--- config.mk ---
export PLATFORM = sky130hd
export DESIGN_NAME = bcg_block_code_gen
export DESIGN_NICKNAME = d
export VERILOG_FILES = /design/src/bcg_pkg.sv /design/src/bcg_block_code_gen.sv
export VERILOG_INCLUDE_DIRS = /design/src /design/src/src
export SDC_FILE = /design/constraint.sdc
export NUM_CORES = 1
export LEC_CHECK = 0
export BUFFER_PORTS_ARGS = -buffer_cell sky130_fd_sc_hd__buf_2
export CORE_AREA = 2 2 157 128
export CTS_CLUSTER_DIAMETER = 40
export DETAILED_ROUTE_END_ITERATION = 12
export DIE_AREA = 0 0 159 130
export HOLD_SLACK_MARGIN = 0.12
export PLACE_DENSITY = 0.52
export SLEW_MARGIN = 20
export SYNTH_ARGS = -nofsm -noshare
export SYNTH_HDL_FRONTEND = slang
export SYNTH_SLANG_ARGS = --single-unit
export TNS_END_PERCENT = 5
--- constraint.sdc ---
create_clock -name ref_clk -period 4.8 [get_ports ref_clk]
set_input_delay 0.96 -clock ref_clk [delete_from_list [all_inputs] [get_ports ref_clk]]
set_output_delay 0.96 -clock ref_clk [all_outputs]
set_load 0.005 [all_outputs]
--- src/bcg_defs.svh ---
// Constants for the block code generator: register offsets, fields, counts.
// Assumes inclusion by bare name from the design files.
`ifndef BCG_DEFS_SVH
`define BCG_DEFS_SVH
`define BCG_ADDR_W 4
`define BCG_OFF_CTRL 4'h0
`define BCG_OFF_RESTART 4'h1
`define BCG_OFF_CODE1 4'h2
`define BCG_OFF_CODE2 4'h3
`define BCG_OFF_STATUS 4'h4
`define BCG_CTRL_MODE_BIT 0
`define BCG_CTRL_RST 1'b0
`define BCG_BLK_SHORT 256
`define BCG_BLK_LONG 512
`define BCG_CODE_RST 24'hFFFFFF
`endif

--- src/bcg_pkg.sv ---
// Types for the block code generator.
// Assumes the defs header is compiled alongside.
package bcg_pkg;
  typedef enum logic [1:0] {
    BCG_RUN1,
    BCG_RUN2,
    BCG_DONE
  } bcg_state_e;
  typedef struct packed {
    logic valid;
    logic [7:0] data;
  } bcg_byte_s;
  typedef struct packed {
    logic [5:0] col;
    logic [17:0] line;
  } bcg_par_s;
endpackage

--- src/bcg_block_code_gen.sv ---
// Block code generator: line and column parity codes over interface bytes.
// Assumes interface bytes come from logic on ref_clk, one per valid cycle.
`timescale 1ns/1ns
`default_nettype none
`include "bcg_defs.svh"
module bcg_block_code_gen
  import bcg_pkg::*;
#(
  parameter int CNT_W = 9
)(
  input wire logic ref_clk,
  input wire logic nrst,
  input wire logic [`BCG_ADDR_W-1:0] reg_addr,
  input wire logic [7:0] reg_wdata,
  input wire logic reg_wr,
  input wire logic reg_rd,
  output logic [31:0] reg_rdata,
  input wire bcg_byte_s wave_byte,
  input wire bcg_byte_s fifo_byte,
  output logic code_block_mode_bit,
  output logic codes_done
);
  // Status field packing assumes the counter indexes one long block
  if (CNT_W != $clog2(`BCG_BLK_LONG)) begin : g_bad_cnt
    $error("CNT_W must index one long block");
  end


  localparam logic [CNT_W-1:0] LAST_SHORT = CNT_W'(`BCG_BLK_SHORT - 1);
  localparam logic [CNT_W-1:0] LAST_LONG = CNT_W'(`BCG_BLK_LONG - 1);

  bcg_state_e state_r, state_nxt;
  logic [CNT_W-1:0] cnt_r;
  logic [7:0] col_acc_r;
  logic [CNT_W-1:0] line_odd_r, line_even_r;
  logic [23:0] first_code_result, second_code_result;
  logic [23:0] code1_nxt, code2_nxt;

  // Decode
  wire wr_ctrl = reg_wr && reg_addr == `BCG_OFF_CTRL;
  wire code_restart_reg = reg_wr && reg_addr == `BCG_OFF_RESTART;
  wire byte_ok = wave_byte.valid | fifo_byte.valid;
  wire [7:0] in_byte = wave_byte.valid ? wave_byte.data : fifo_byte.data;
  wire counting = byte_ok && state_r != BCG_DONE;
  wire line_par = ^in_byte;
  wire block_end = counting &&
    (code_block_mode_bit ? cnt_r == LAST_LONG : cnt_r == LAST_SHORT);

  // Running parity folded with the current byte
  wire [7:0] col_now = col_acc_r ^ in_byte;
  wire [CNT_W-1:0] lo_now = line_odd_r ^ (line_par ? cnt_r : '0);
  wire [CNT_W-1:0] le_now = line_even_r ^ (line_par ? ~cnt_r : '0);
  // Column parity pairs, odd and even for bit groups 4, 2, 1
  wire [5:0] col_bits = {
    ^col_now[7:4], ^col_now[3:0],
    ^{col_now[7:6], col_now[3:2]}, ^{col_now[5:4], col_now[1:0]},
    ^{col_now[7], col_now[5], col_now[3], col_now[1]},
    ^{col_now[6], col_now[4], col_now[2], col_now[0]}};
  // Interleave line parity odd/even per address bit; short blocks use 8 bits
  logic [17:0] line_bits;
  genvar g;
  generate
    for (g = 0; g < CNT_W; g = g + 1) begin : g_line
      assign line_bits[2*g+1] = lo_now[g] &
        (code_block_mode_bit || g < 8);
      assign line_bits[2*g] = le_now[g] & (code_block_mode_bit || g < 8);
    end
  endgenerate
  // Inverted parity so an erased all-ones block gives an all-ones code
  bcg_par_s par;
  assign par = '{col: ~col_bits, line: ~line_bits};
  wire [23:0] code_now = {par.line[15:0], par.line[17:16], par.col};

  // Result steering
  assign code1_nxt = (block_end && state_r == BCG_RUN1) ? code_now
    : first_code_result;
  assign code2_nxt = (block_end && state_r == BCG_RUN2) ? code_now
    : second_code_result;

  always_comb begin
    state_nxt = state_r;
    case (state_r)
      BCG_RUN1: begin
        if (block_end) begin
          state_nxt = code_block_mode_bit ? BCG_DONE : BCG_RUN2;
        end
      end
      BCG_RUN2: begin
        if (block_end) begin
          state_nxt = BCG_DONE;
        end
      end
      BCG_DONE: state_nxt = BCG_DONE;
      default: state_nxt = BCG_DONE;
    endcase
    if (code_restart_reg) begin
      state_nxt = BCG_RUN1;
    end
  end

  always_ff @(posedge ref_clk or negedge nrst) begin
    if (!nrst) begin
      state_r <= BCG_DONE;
      cnt_r <= '0;
      col_acc_r <= 8'h00;
      line_odd_r <= '0;
      line_even_r <= '0;
    end else if (code_restart_reg || block_end) begin
      state_r <= state_nxt;
      cnt_r <= '0;
      col_acc_r <= 8'h00;
      line_odd_r <= '0;
      line_even_r <= '0;
    end else if (counting) begin
      cnt_r <= cnt_r + 1'b1;
      col_acc_r <= col_now;
      line_odd_r <= lo_now;
      line_even_r <= le_now;
    end
  end

  always_ff @(posedge ref_clk or negedge nrst) begin
    if (!nrst) begin
      first_code_result <= `BCG_CODE_RST;
      second_code_result <= `BCG_CODE_RST;
    end else if (code_restart_reg) begin
      first_code_result <= `BCG_CODE_RST;
      second_code_result <= `BCG_CODE_RST;
    end else begin
      first_code_result <= code1_nxt;
      second_code_result <= code2_nxt;
    end
  end

  // Mode changes mid-block take effect at once; firmware sets it first
  always_ff @(posedge ref_clk or negedge nrst) begin
    if (!nrst) begin
      code_block_mode_bit <= `BCG_CTRL_RST;
    end else if (wr_ctrl) begin
      code_block_mode_bit <= reg_wdata[`BCG_CTRL_MODE_BIT];
    end
  end

  always_ff @(posedge ref_clk or negedge nrst) begin
    if (!nrst) begin
      codes_done <= 1'b1;
    end else begin
      codes_done <= state_nxt == BCG_DONE;
    end
  end

  // Read mux
  logic [31:0] rd_mux;
  always_comb begin
    case (reg_addr)
      `BCG_OFF_CTRL: rd_mux = {31'h0, code_block_mode_bit};
      `BCG_OFF_CODE1: rd_mux = {8'h00, first_code_result};
      `BCG_OFF_CODE2: rd_mux = {8'h00, second_code_result};
      `BCG_OFF_STATUS: rd_mux = {22'h0, cnt_r, state_r == BCG_DONE};
      default: rd_mux = 32'h0;
    endcase
  end

  always_ff @(posedge ref_clk or negedge nrst) begin
    if (!nrst) begin
      reg_rdata <= 32'h0;
    end else begin
      reg_rdata <= reg_rd ? rd_mux : 32'h0;
    end
  end

  // Assertions
  a_restart_clears: assert property (@(posedge ref_clk) disable iff (!nrst)
    code_restart_reg |=> cnt_r == '0 && state_r == BCG_RUN1)
    else $error("restart did not clear accumulation");
  a_done_freeze1: assert property (@(posedge ref_clk) disable iff (!nrst)
    state_r == BCG_DONE && !code_restart_reg
    |=> $stable(first_code_result))
    else $error("first result changed after done");
  a_done_freeze2: assert property (@(posedge ref_clk) disable iff (!nrst)
    state_r == BCG_DONE && !code_restart_reg
    |=> $stable(second_code_result))
    else $error("second result changed after done");
  a_long_unused2: assert property (@(posedge ref_clk) disable iff (!nrst)
    code_block_mode_bit && !code_restart_reg
    |=> $stable(second_code_result))
    else $error("second result written in long mode");
  a_short_first: assert property (@(posedge ref_clk) disable iff (!nrst)
    !code_block_mode_bit && counting && state_r == BCG_RUN1
    && cnt_r == LAST_SHORT |=> state_r == BCG_RUN2)
    else $error("short block did not end at 256 bytes");
  a_long_once: assert property (@(posedge ref_clk) disable iff (!nrst)
    code_block_mode_bit && block_end && !code_restart_reg
    |=> state_r == BCG_DONE)
    else $error("long block did not finish");
  a_result1_load: assert property (@(posedge ref_clk) disable iff (!nrst)
    block_end && state_r == BCG_RUN1 && !code_restart_reg
    |=> first_code_result == $past(code_now))
    else $error("first result not loaded");
  a_count_stop: assert property (@(posedge ref_clk) disable iff (!nrst)
    state_r == BCG_DONE && !code_restart_reg |=> $stable(cnt_r))
    else $error("counter moved after final block");
  a_mode_write: assert property (@(posedge ref_clk) disable iff (!nrst)
    wr_ctrl |=> code_block_mode_bit == $past(reg_wdata[0]))
    else $error("mode bit not written");

  // Result, counter, state, lane and read-back checks
  a_restart_results: assert property (
    @(posedge ref_clk) disable iff (!nrst) code_restart_reg
    |=> first_code_result == `BCG_CODE_RST
    && second_code_result == `BCG_CODE_RST)
    else $error("restart did not reset results");
  a_result2_load: assert property (
    @(posedge ref_clk) disable iff (!nrst)
    block_end && state_r == BCG_RUN2 && !code_restart_reg
    |=> second_code_result == $past(code_now))
    else $error("second result not loaded");
  a_short_second: assert property (
    @(posedge ref_clk) disable iff (!nrst) !code_block_mode_bit && counting
    && state_r == BCG_RUN2 && cnt_r == LAST_SHORT && !code_restart_reg
    |=> state_r == BCG_DONE)
    else $error("second short block did not finish");
  a_long_hold: assert property (
    @(posedge ref_clk) disable iff (!nrst) code_block_mode_bit && counting
    && state_r == BCG_RUN1 && cnt_r != LAST_LONG && !code_restart_reg
    |=> state_r == BCG_RUN1)
    else $error("long block ended early");
  a_count_step: assert property (
    @(posedge ref_clk) disable iff (!nrst)
    counting && !block_end && !code_restart_reg
    |=> cnt_r == $past(cnt_r) + 1'b1)
    else $error("counter did not advance on a byte");
  a_idle_hold: assert property (
    @(posedge ref_clk) disable iff (!nrst)
    !byte_ok && !code_restart_reg
    |=> $stable(cnt_r))
    else $error("counter moved without a byte");
  a_done_flag: assert property (
    @(posedge ref_clk) disable iff (!nrst)
    1'b1
    |-> codes_done == (state_r == BCG_DONE))
    else $error("done flag disagrees with state");
  a_rdata_idle: assert property (
    @(posedge ref_clk) disable iff (!nrst)
    !reg_rd
    |=> reg_rdata == 32'h0)
    else $error("read data not zero when idle");
  a_rdata_code1: assert property (
    @(posedge ref_clk) disable iff (!nrst)
    reg_rd && reg_addr == `BCG_OFF_CODE1
    |=> reg_rdata == {8'h00, $past(first_code_result)})
    else $error("first result read back wrong");
  a_rdata_code2: assert property (
    @(posedge ref_clk) disable iff (!nrst)
    reg_rd && reg_addr == `BCG_OFF_CODE2
    |=> reg_rdata == {8'h00, $past(second_code_result)})
    else $error("second result read back wrong");
  a_rdata_mode: assert property (
    @(posedge ref_clk) disable iff (!nrst)
    reg_rd && reg_addr == `BCG_OFF_CTRL
    |=> reg_rdata == {31'h0, $past(code_block_mode_bit)})
    else $error("mode bit read back wrong");
  a_short_top: assert property (
    @(posedge ref_clk) disable iff (!nrst)
    !code_block_mode_bit
    |-> code_now[7:6] == 2'b11)
    else $error("short code top line bits not set");
  a_wave_first: assert property (
    @(posedge ref_clk) disable iff (!nrst) wave_byte.valid
    && fifo_byte.valid && counting && !block_end && !code_restart_reg
    |=> col_acc_r == $past(col_acc_r ^ wave_byte.data))
    else $error("waveform lane did not win");

  // Main scenarios
  c_short_pair: cover property (@(posedge ref_clk) disable iff (!nrst)
    !code_block_mode_bit && block_end && state_r == BCG_RUN2);
  c_long_done: cover property (@(posedge ref_clk) disable iff (!nrst)
    code_block_mode_bit && block_end);
  c_restart_mid: cover property (@(posedge ref_clk) disable iff (!nrst)
    code_restart_reg && state_r != BCG_DONE);
  c_long_restart: cover property (@(posedge ref_clk) disable iff (!nrst)
    code_block_mode_bit && code_restart_reg);
  c_both_lanes: cover property (@(posedge ref_clk) disable iff (!nrst)
    wave_byte.valid && fifo_byte.valid);
endmodule
`default_nettype wire

### After elaboration in Yosys (flattened, before gate mapping)

Cells that the tools add are included.

| cells by class | value |
|---|---|
| multiplexer cells | 23 |
| bitwise logic cells | 9 |
| equality and inequality tests | 10 |
| $add $sub $neg | 1 |
| reduce and logical (&&, ||, !) cells | 19 |

Operators with widths:

| kind | number |
|---|---|
| 2-to-1 mux 24 bit | 4 |
| one-hot mux 24 bit (4 select lines) | 1 |
| 2-to-1 mux 9 bit | 8 |
| 2-to-1 mux 32 bit | 1 |
| 2-to-1 mux 8 bit | 3 |
| parity 4 bit | 6 |
| NOT 18 bit | 1 |
| bitwise XOR 9 bit | 2 |
| adder 9 x 1 -> 9 bit, second input constant | 1 |
| equality test 9 x 8 -> 1 bit, second input constant | 1 |
| equality test 9 bit, second input constant | 1 |
| NOT 9 bit | 1 |
| equality test 4 x 2 -> 1 bit, second input constant | 2 |
| 2-to-1 mux 2 bit | 4 |
| parity 8 bit | 1 |
| bitwise XOR 8 bit | 1 |
| logical AND 1 bit | 6 |
| NOT 6 bit | 1 |
| nonzero test 2 bit | 3 |
| equality test 2 bit, second input constant | 2 |
| equality test 4 x 1 -> 1 bit, second input constant | 1 |
| equality test 4 x 3 -> 1 bit, second input constant | 1 |
| logical NOT 4 bit | 1 |
| one-hot mux 2 bit (2 select lines) | 1 |
| other kinds (7) | 8 |

| word-level totals | value |
|---|---|
| logic and storage cells | 72 |
| input bits | 34 |
| output and inout bits | 34 |
| register bits | 119 |

### Longest topological paths before layout

Gate-level depths: netlist of run 1.

| logic depth | value |
|---|---|
| word-level depth | 8 |
| mapped depth | 9 |
| depth with buffers taken out | 7 |

### Least setup slack after synthesis of run 1

OpenSTA, ideal clock, no wires.

| timing | value |
|---|---|
| path type | input to register |
| start point | input port wave_byte[8] (netlist name) |
| end point | register line_even_r[4] |
| slack | 2.285 ns |
| cell stages on the path | 7 |
| setup time | 0.069 ns |
| arrival time | 2.446 ns |
| path buffers | 2 |
| cells stage by stage | buf_4 nor2_1 or2_2 or3_4 clkbuf_2 or4_1 nand3_1 |

| between the ends | value |
|---|---|
| cells in the longest elaborated chain, start to end | 6 |
| elaborated cells between the ends (all ways) | 11 |
| those cells by class | mux (4); bitwise (2); reduce/logical (5) |

Ends and longest elaborated chain:

| what | line | RTL |
|---|---|---|
| start: declaration | bcg_block_code_gen.sv:18 | `input wire bcg_byte_s wave_byte,` |
| 2-to-1 mux 8 bit | bcg_block_code_gen.sv:43 | `wire [7:0] in_byte = wave_byte.valid ? wave_byte.data : fifo_byte.data;` |
| parity 8 bit | bcg_block_code_gen.sv:45 | `wire line_par = ^in_byte;` |
| 2-to-1 mux 9 bit | bcg_block_code_gen.sv:52 | `wire [CNT_W-1:0] le_now = line_even_r ^ (line_par ? ~cnt_r : '0);` |
| bitwise XOR 9 bit | bcg_block_code_gen.sv:52 |  |
| 2-to-1 mux 9 bit | bcg_block_code_gen.sv:114 | `end else if (counting) begin` |
| 2-to-1 mux 9 bit | bcg_block_code_gen.sv:108 | `end else if (code_restart_reg \|\| block_end) begin` |
| end signal: assignment | bcg_block_code_gen.sv:118 | `line_even_r <= le_now;` |
| end: declaration | bcg_block_code_gen.sv:35 | `logic [CNT_W-1:0] line_odd_r, line_even_r;` |

Several ways; a longest one is shown, not always the timed one. The select of a mux whose other input is x is not followed.
A chain may end at the register's enable or synchronous reset.

### Worst setup path in the final report of run 1

| timing | value |
|---|---|
| start point | input port wave_byte[8] (netlist name) |
| end point | register line_even_r[1] |

The elaborated chain is that of the path after synthesis.

==> reports/qor.yml, run 1 <==
sta:
  finalCriticalPeriod_ns: 2.82
  holdWs_ns: 0.494
  finalSetupViolations: 0
  finalCritPeriodShare_pct: 58.7
  hold_violations: 0
  fin_tns_setup_ns: 0
  fmax_ghz: 0.355
  finClkSkew_ns: 0.00885
  tightest_slew_ns: 1.12
  rsz0062_at_grt: "false"
  relSlewSlack_pct: 25.4
  drv_slew: 0
  worst_slack_ns: 1.98
outcome:
  status: "finished, final reports clean"
yosys:
  mappedNetlistArea_um2: 5650
  synth_top_family_by_area: "simple AND/OR/NAND/NOR gates"
  synthXorXnorAreaFrac_pct: 6.65
  synth-edff-count: 0
  yosysTopAreaCellShare_pct: 27.0
  yosysWarnings: 0
  synth_mux_area_share_pct: 2.70
  yosys.area.top_type: "dfrtp_1"
  syn_inst: 579
  synth_compound_area_share_pct: 13.1
  synth_ff_type: "dfrtp_1"
  synthAdderAreaFrac_pct: 0.222
  yosys.area_share.simple_pct: 21.3
  synthDistinctLibCells: 48
  async_flop_share_pct: 100
  ys_seq_area_share_pct: 50.3
  ys_seq_elements: 111
  syn_avg_cell_area_um2: 9.75
  ys_top_cells_by_area: "dfrtp_1 27%, dfstp_2 23%, nor2_1 5.2%"
cells_and_area:
  final_cell_mix: "77 x nor2_1, 61 x dfrtp_1, 51 x buf_2"
  ff_latch_area_um2: 2840
  drive_gt1_share_pct: 23.2
  final_common_cell: "nor2_1"
  final_util_pct: 33.0
  fin_nets: 641
  n_antenna_cell: 0
  multi_input_area_um2: 2540
  area_growth_pct: 13.0
  n_fill_cell: 1968
pwr:
  p_leak_nw: 2.76
  powerDensity_nw_per_um2: 468
  finalPower_mw: 2.99
  ir_worst_vdd_mv: 0.203
setup_path:
  start_kind: "input port"
  endpoint_kind: "register"
  crit_required_ns: 5.09
  crit_chain: "buf_2 > nor2_1 > or2_2 > nor3_4 > buf_4 > nand2_1 > a2bb2oi_1 > nand2_1"
  crit_buf_inv: 2
  critPathMaxStageDelay_ns: 0.59
  path_class: "input port to register"
  crit_slowest_cell: "nor3_4"
  cp.arrival_ns: 3.11
  crit_family: "simple AND/OR/NAND/NOR gates"
  crit_fanout: 18
  cp_common_cell: "nand2_1"
floorplanning:
  start_util_pct: 29.2
  die_y_um: 130
  die_w_um: 159
  die_area_um2: 20700
  core_area_um2: 19300
  rows: 46
  ios: 68
cts:
  clkLatencyLatePin_ns: 0.36
  numClockSinks: 111
  ctsHoldBuffers: 0
  cts.htree.levels: 3
  root_buffer: "clkbuf_16"
  cts_tree: "built"
  cts_setup_buffers: 0
  cts_buffers: 9
  clk_pin_slew_ns: 0.07
  cts_resized: 0
  clockBufferDepth: 2
worst_hold_path:
  holdCritPathClass: "register to register"
route:
  drt_iter0_drc: 331
  drt_first_pass_iters: 5
  drc: 0
  vias: 4427
  wl_per_cell_um: 16.4
  ant_nets: 0
  drt_wl_total_um: 14400
  viasPerCell: 5.06
placement:
  gp_congestion: 0.797
  hpwl_um: 9520
  pre_cts_slack_ns: 1.62
  portBuffers: 52
global_route:
  grtUsageTotal_pct: 14.5
  grt_max_degree: 78
  antenna_found_initial: 0
  grt_pass1_vias: 4385
  grt_pass1_wl_um: 23900
  overflow: 0
run:
  drv_cap: 0
==> per-layer routing <==
| metal | wire length, um | up-vias | global-route usage, % |
|---|---|---|---|
| met5 | 0 | - | 0 |
| met4 | 115 | 0 | 3.05 |
| met3 | 692 | 7 | 3.21 |
| met2 | 6900 | 103 | 24.7 |
| met1 | 6650 | 2215 | 19.2 |
| li1 | - | 2102 | - |
==> sequential cells by signal (all words and copies together), names as in the netlist <==
| name | cells |
|---|---|
| line_even_r | 9 |
| codes_done | 1 |
| second_code_result | 24 |
| line_odd_r | 9 |
| reg_rdata | 24 |
| first_code_result | 24 |
| col_acc_r | 8 |
| code_block_mode_bit | 1 |
| cnt_r | 9 |
| state_r | 2 |
==> cell usage after synthesis (5+ instances only) <==
cell type,instances
nor2_1,78
dfrtp_1,61
dfstp_2,50
nand2_1,42
nor3_1,36
clkbuf_1,28
o211ai_1,25
xnor2_1,24
and3_1,23
nand3_1,18
xor2_1,17
a22oi_1,15
mux2i_1,13
a21oi_1,12
buf_4,12
nor4_1,11
o21ai_0,11
a222oi_1,10
a22o_1,9
buf_2,9
inv_1,9
o22ai_1,8
or4_1,7
nand2b_1,6
or3_1,6
a2bb2oi_1,5
==> through the flow <==
step / area [um2] / instances
floorplan: 5670 / 586
global placement: 6080 / 859
detailed placement: 6080 / 859
CTS: 6380 / 875
global route: 6380 / 875
finish: 6380 / 875
==> path summary, 6_finish.rpt <==
path,start,end,slack (ns),depth (start not counted)
worst min-delay path,line_even_r[4]$_DFFE_PN0P_,second_code_result[16]$_DFFE_PN1P_,0.49,1
max in group asynchronous,nrst,codes_done$_DFF_PN1_,3.23,2
worst max-delay path,wave_byte[8],line_even_r[1]$_DFFE_PN0P_,1.98,8
min in group asynchronous,nrst,reg_rdata[22]$_DFF_PN0_,0.61,1
worst max register to register,cnt_r[1]$_DFFE_PN0P_,second_code_result[9]$_DFFE_PN1P_,2.24,7
worst min register to register,line_even_r[4]$_DFFE_PN0P_,second_code_result[16]$_DFFE_PN1P_,0.49,1
==> cells by family (layout without fill, tap and decap cells) <==
family                     after synthesis  count (layout)
other                                    1               8
buffers and inverters                   62              87
xor gates and xnor gates                42              42
muxes                                   15              15
DFF                                    111             111
adders and majority gates                1               1
and+or+nand+nor                        245             245
AOI/OAI and AO/OA                      102             102
==> report_power, final <==
part           switching, mW  internal, mW  total, mW
combinational          0.504         0.361      0.865
clock                  0.343         0.399      0.742
sequential             0.206          1.17       1.38
==> final cells by class <==
| cell class | instances | share of cell area [%] |
|---|---|---|
| clock buffer | 12 | 4.20 |
| clock inverter | 4 | 0.431 |
| inverter | 9 | 0.529 |
| multi-input combinational | 413 | 39.9 |
| sequential | 111 | 44.5 |
| tap | 264 | 5.18 |
| timing repair buffer | 62 | 5.29 |
==> worst register-to-register path: cells and delay by family, from the launching register on <==
family	cells	cell delay (ns)
buf+inv	1	0.23
fa+ha+maj	1	0.24
flops	1	0.58
simple gates	5	1.45
Power figures use the tool's default switching activity.
==> run 2, diff against run 1 <==
--- a/config.mk
+++ b/config.mk
@@ -12,7 +12,7 @@
 export DETAILED_ROUTE_END_ITERATION = 12
 export DIE_AREA = 0 0 159 130
 export HOLD_SLACK_MARGIN = 0.12
-export PLACE_DENSITY = 0.52
+export PLACE_DENSITY = 0.54
 export SLEW_MARGIN = 20
 export SYNTH_ARGS = -nofsm -noshare
 export SYNTH_HDL_FRONTEND = slang
==> constraint.sdc (replaced) <==
create_clock -name ref_clk -period 2.4 [get_ports ref_clk]
set_input_delay 0.48 -clock ref_clk [delete_from_list [all_inputs] [get_ports ref_clk]]
set_output_delay 0.48 -clock ref_clk [all_outputs]
set_load 0.005 [all_outputs]
==> run 2 against run 1 <==
  * Die area unchanged
  * Cell count increased by 3.1%
  * Non-clock buffer count rose by 27
  * Utilization rose by 1.3 points
  * Combinational power rose by 120%
  * Worst setup slack worse by 1.7 ns
  * Critical path depth decreased by 1
  * Global-route usage is 0.20 points higher
  * Highest routed layer unchanged
  * Register-to-register slack got worse by 2.0 ns
  * Critical path type is now register to register
  * First-iteration DRC count down 3.3%
  * Routed wire length rose by 3.3%
  * Worst hold slack worse by 0.13 ns
==> reports/qor.yml, run 2 (synthesis results as in run 1) <==
sta:
  fin_tns_setup_ns: 0
  finalCritPeriodShare_pct: 90.2
  drv_slew: 0
  fmax_ghz: 0.462
  hold_violations: 0
  worst_slack_ns: 0.235
  rsz0062_at_grt: "false"
  finalCriticalPeriod_ns: 2.16
  finalSetupViolations: 0
  relSlewSlack_pct: 65.7
  holdWs_ns: 0.367
  finClkSkew_ns: 0.0131
  tightest_slew_ns: 0.515
route:
  ant_nets: 0
  vias: 4541
  wl_per_cell_um: 16.5
  drt_wl_total_um: 14800
  drt_first_pass_iters: 6
  drt_iter0_drc: 320
  viasPerCell: 5.03
  drc: 0
cts:
  clockBufferDepth: 2
  cts.htree.levels: 3
  numClockSinks: 111
  cts_resized: 0
  ctsHoldBuffers: 1
  cts_tree: "built"
  root_buffer: "clkbuf_16"
  clkLatencyLatePin_ns: 0.36
  clk_pin_slew_ns: 0.08
  cts_setup_buffers: 0
  cts_buffers: 9
placement:
  portBuffers: 52
  gp_congestion: 0.787
  hpwl_um: 9980
  pre_cts_slack_ns: 0.0631
  dp.cells: 885
pwr:
  p_sw_mw: 2.16
  swShare_pct: 35.4
  intPower_mw: 3.94
  p_comb_share_pct: 31.7
  powerDensity_nw_per_um2: 920
  p_leak_nw: 2.91
  finalPower_mw: 6.10
  clkPwrFrac_pct: 24.2
  p_seq_share_pct: 44.1
  ir_worst_vdd_mv: 0.417
global_route:
  grt_pass1_vias: 4492
  use_met3_pct: 2.67
  overflow: 0
  grt_max_degree: 54
  grt.busiest_layer: "met2"
  grt_pass1_wl_um: 24100
  grt_use_met2_pct: 25.8
  grtUsageTotal_pct: 14.7
  use_met1_pct: 19.2
  antenna_found_initial: 0
floorplanning:
  die_area_um2: 20700
  ios: 68
  die_w_um: 159
  rows: 46
  core_area_um2: 19300
  start_util_pct: 29.2
  die_y_um: 130
cells_and_area:
  fin_nets: 668
  area_growth_pct: 17.4
  drive_gt1_share_pct: 26.3
  n_antenna_cell: 0
  final_cell_mix: "78 x nor2_1, 61 x dfrtp_1, 51 x buf_2"
  instances_no_fill: 902
  final_common_cell: "nor2_1"
  n_fill_cell: 1992
  reg_top3: "first_code_result: 24 flops, reg_rdata: 24 flops, second_code_result: 24 flops"
setup_path:
  crit_fanout: 18
  path_class: "register to register"
  start_kind: "register"
  cp.arrival_ns: 2.44
  endpoint_kind: "register"
  rrSetupSlack_ns: 0.24
  crit_required_ns: 2.68
run:
  drv_cap: 0
worst_hold_path:
  holdCritPathClass: "input port to register"
outcome:
  status: "finished, final reports clean"
-- run 2: cell count changes in the layout (fill, tap and decap cells not counted), sizes merged --
cell         delta
buf            +26
clkbuf          -1
dlygate4sd3     +1
inv             +1
-- run 2: final timing paths --
kind / depth (start not counted) / endpoint / start
min reg2reg: 1 / first_code_result[18]$_DFFE_PN1P_ / line_even_r[5]$_DFFE_PN0P_
min in group asynchronous: 2 / reg_rdata[22]$_DFF_PN0_ / nrst
max reg2reg: 7 / second_code_result[8]$_DFFE_PN1P_ / cnt_r[7]$_DFFE_PN0P_
max in group asynchronous: 3 / second_code_result[17]$_DFFE_PN1P_ / nrst
max: 7 / second_code_result[8]$_DFFE_PN1P_ / cnt_r[7]$_DFFE_PN0P_
min: 2 / code_block_mode_bit$_DFFE_PN0P_ / reg_wdata[0]
-- run 2: metrics by stage --
stage | util [%] | cell area, um2
after floorplan | - | 5670
after global placement | 32.7 | 6330
after detailed placement | 32.7 | 6330
after CTS | 34.3 | 6630
after global routing | 34.3 | 6630
final | 34.3 | 6630
-- run 2: layer usage --
layer  vias to the layer above  share of wire (%)
met5                         -                  0
met4                         0                1.1
met3                        14                4.7
met2                       127                 48
met1                      2237                 46
li1                       2163                  -
-- run 2: power by group through the flow --
stage               clock network [mW]  logic [mW]  registers [mW]
floorplan                            0        1.43            2.63
global placement                     0        1.87            2.68
detailed placement                   0        1.92            2.72
CTS                               1.51        1.94            2.68
global route                      1.58        2.16            2.75
finish                            1.47        1.93            2.69
-- run 2: final cells by class --
type                    count  area, um2  share of cell area, %
clock buffers              11        253                   3.81
well taps                 264        330                   4.98
flip-flops and latches    111       2840                   42.8
inverters                   9       33.8                  0.510
repair buffers             89        593                   8.95
clock inverters             5       38.8                  0.585
multi-input cells         413       2540                   38.3
-- run 2: critical path, stage by stage, from the launching register on --
cell and delay (ns):
dfrtp_1 0.51, nand4_1 0.23, nor4_2 0.36, buf_4 0.22
nand2_2 0.06, nand2_2 0.37, o22ai_1 0.15, nor3_1 0.19
==> run 3, diff against run 2 <==
--- a/config.mk
+++ b/config.mk
@@ -7,10 +7,10 @@
 export NUM_CORES = 1
 export LEC_CHECK = 0
 export BUFFER_PORTS_ARGS = -buffer_cell sky130_fd_sc_hd__buf_2
-export CORE_AREA = 2 2 157 128
+export CORE_AREA = 2 2 141 143
 export CTS_CLUSTER_DIAMETER = 40
 export DETAILED_ROUTE_END_ITERATION = 12
-export DIE_AREA = 0 0 159 130
+export DIE_AREA = 0 0 143 145
 export HOLD_SLACK_MARGIN = 0.12
 export PLACE_DENSITY = 0.54
 export SLEW_MARGIN = 20
==> run 3 against run 2 <==
  * Clock power increased by 8%
  * Routed wire length down 1.8%
  * Flip-flop and latch count did not move
  * Highest routed layer unchanged
  * Critical path depth fell by 1
  * Sequential power about the same
  * Critical endpoint is now first_code_result[20]$_DFFE_PN1P_
==> reports/qor.yml, run 3 (synthesis results as in run 1) <==
outcome:
  status: "finished, final reports clean"
run:
  drv_cap: 0
cells_and_area:
  n_fill_cell: 1954
  final_cell_mix: "78 x nor2_1, 61 x dfrtp_1, 51 x buf_2"
  n_antenna_cell: 0
  reg_top3: "first_code_result: 24 flops, reg_rdata: 24 flops, second_code_result: 24 flops"
  fin_nets: 672
  area_growth_pct: 19.1
  design_area_um2: 6720
  final_common_cell: "nor2_1"
  drive_gt1_share_pct: 26.9
route:
  viasPerCell: 5.01
  vias: 4543
  drt_iter0_drc: 442
  drt_wl_total_um: 14600
  drc: 0
  drt_first_pass_iters: 5
  ant_nets: 0
  wl_per_cell_um: 16.1
pwr:
  p_leak_nw: 2.95
  ir_worst_vdd_mv: 0.309
  powerDensity_nw_per_um2: 928
  finalPower_mw: 6.24
floorplanning:
  rows: 51
  die_y_um: 145
  die_w_um: 143
  start_util_pct: 29.4
  core_area_um2: 19200
  die_area_um2: 20700
  ios: 68
global_route:
  grt_pass1_vias: 4501
  antenna_found_initial: 0
  grt_pass1_wl_um: 23800
  grt_max_degree: 45
  overflow: 0
  grtUsageTotal_pct: 14.6
placement:
  hpwl_um: 9990
  portBuffers: 52
  gp_congestion: 0.765
  pre_cts_slack_ns: 0.0621
  place_area_um2: 6400
sta:
  relSlewSlack_pct: 55.0
  finalCriticalPeriod_ns: 2.10
  tightest_slew_ns: 0.675
  drv_slew: 0
  finalSetupViolations: 0
  hold_violations: 0
  finalCritPeriodShare_pct: 87.6
  finClkSkew_ns: 0.00860
  fmax_ghz: 0.475
  rsz0062_at_grt: "false"
  fin_tns_setup_ns: 0
  worst_slack_ns: 0.297
cts:
  clk_pin_slew_ns: 0.08
  cts_resized: 0
  numClockSinks: 111
  cts.htree.levels: 3
  cts_tree: "built"
  clockBufferDepth: 2
  cts_buffers: 9
  root_buffer: "clkbuf_16"
  clkLatencyLatePin_ns: 0.36
  cts_setup_buffers: 0
  ctsHoldBuffers: 0
worst_hold_path:
  holdCritPathClass: "input port to asynchronous set/reset pin"
setup_path:
  cp.arrival_ns: 2.38
  crit_fanout: 14
  start_kind: "register"
  endpoint_kind: "register"
  path_class: "register to register"
  critPathMaxStageDelay_ns: 0.67
  crit_chain: "ha_1 > nand3_1 > nor4_2 > and3_1 > buf_4 > a31oi_1"
  crit_required_ns: 2.68
  crit_slowest_cell: "and3_1"
==> run 3: cell types whose count changed in the layout (fill, tap and decap cells not counted) <==
| cell | before | now |
|---|---|---|
| buf_12 | 4 | 7 |
| dlygate4sd3_1 | 1 | 0 |
| clkinvlp_4 | 1 | 2 |
| buf_4 | 33 | 35 |
| inv_4 | 1 | 0 |
| bufinv_16 | 0 | 1 |
| clkinv_2 | 1 | 0 |
==> run 3: where the power goes <==
| group | switching (mW) | internal [mW] | leakage (nW) |
|---|---|---|---|
| sequential | 0.335 | 2.35 | 1.33 |
| clock | 0.716 | 0.877 | 0.150 |
| combinational | 1.12 | 0.841 | 1.48 |
==> run 3: critical path: cells and delay by family, from the launching register on <==
kind | cells | cell delay (ns)
compound gates | 1 | 0.08
fa+ha+maj | 1 | 0.18
buf+inv | 1 | 0.23
flops | 1 | 0.37
simple gates | 3 | 1.17
==> run 3: worst paths after layout <==
check	startpoint	endpoint	slack, ns	cells past startpoint
max reg2reg	cnt_r[1]$_DFFE_PN0P_	first_code_result[20]$_DFFE_PN1P_	0.30	6
max in group asynchronous	nrst	second_code_result[15]$_DFFE_PN1P_	1.57	2
min	nrst	col_acc_r[6]$_DFFE_PN0P_	0.11	1
max	cnt_r[1]$_DFFE_PN0P_	first_code_result[20]$_DFFE_PN1P_	0.30	6
min in group ref_clk	reg_wdata[0]	code_block_mode_bit$_DFFE_PN0P_	0.39	2
min reg2reg	line_even_r[6]$_DFFE_PN0P_	second_code_result[20]$_DFFE_PN1P_	0.49	1
==> run 3: final cells by class <==
class                   instances  area (um2)  area share, %
flip-flops and latches        111        2840           42.2
inverters                       9        33.8          0.503
clock inverters                 5        65.1          0.968
repair buffers                 93         658           9.79
clock buffers                  11         253           3.76
multi-input cells             413        2540           37.8
well taps                     265         332           4.93
==> run 3: metrics by stage <==
| stage | hold slack, ns | std cells | util, % |
|---|---|---|---|
| finish | 0.107 | 907 | 35.0 |
| global route | 0.147 | 907 | 35.0 |
| CTS | 0.130 | 907 | 35.0 |
| detailed placement | 0.482 | 891 | 33.3 |
| global placement | 0.464 | 891 | 33.3 |
| floorplan | 0.184 | 586 | - |
==> run 3: per-layer routing <==
layer	vias to the layer above	track usage (%)	part of all wire [%]
li1	2162	-	-
met1	2248	18.9	45
met2	115	24.0	49
met3	18	2.05	3.9
met4	0	6.49	2.0
met5	-	0	0
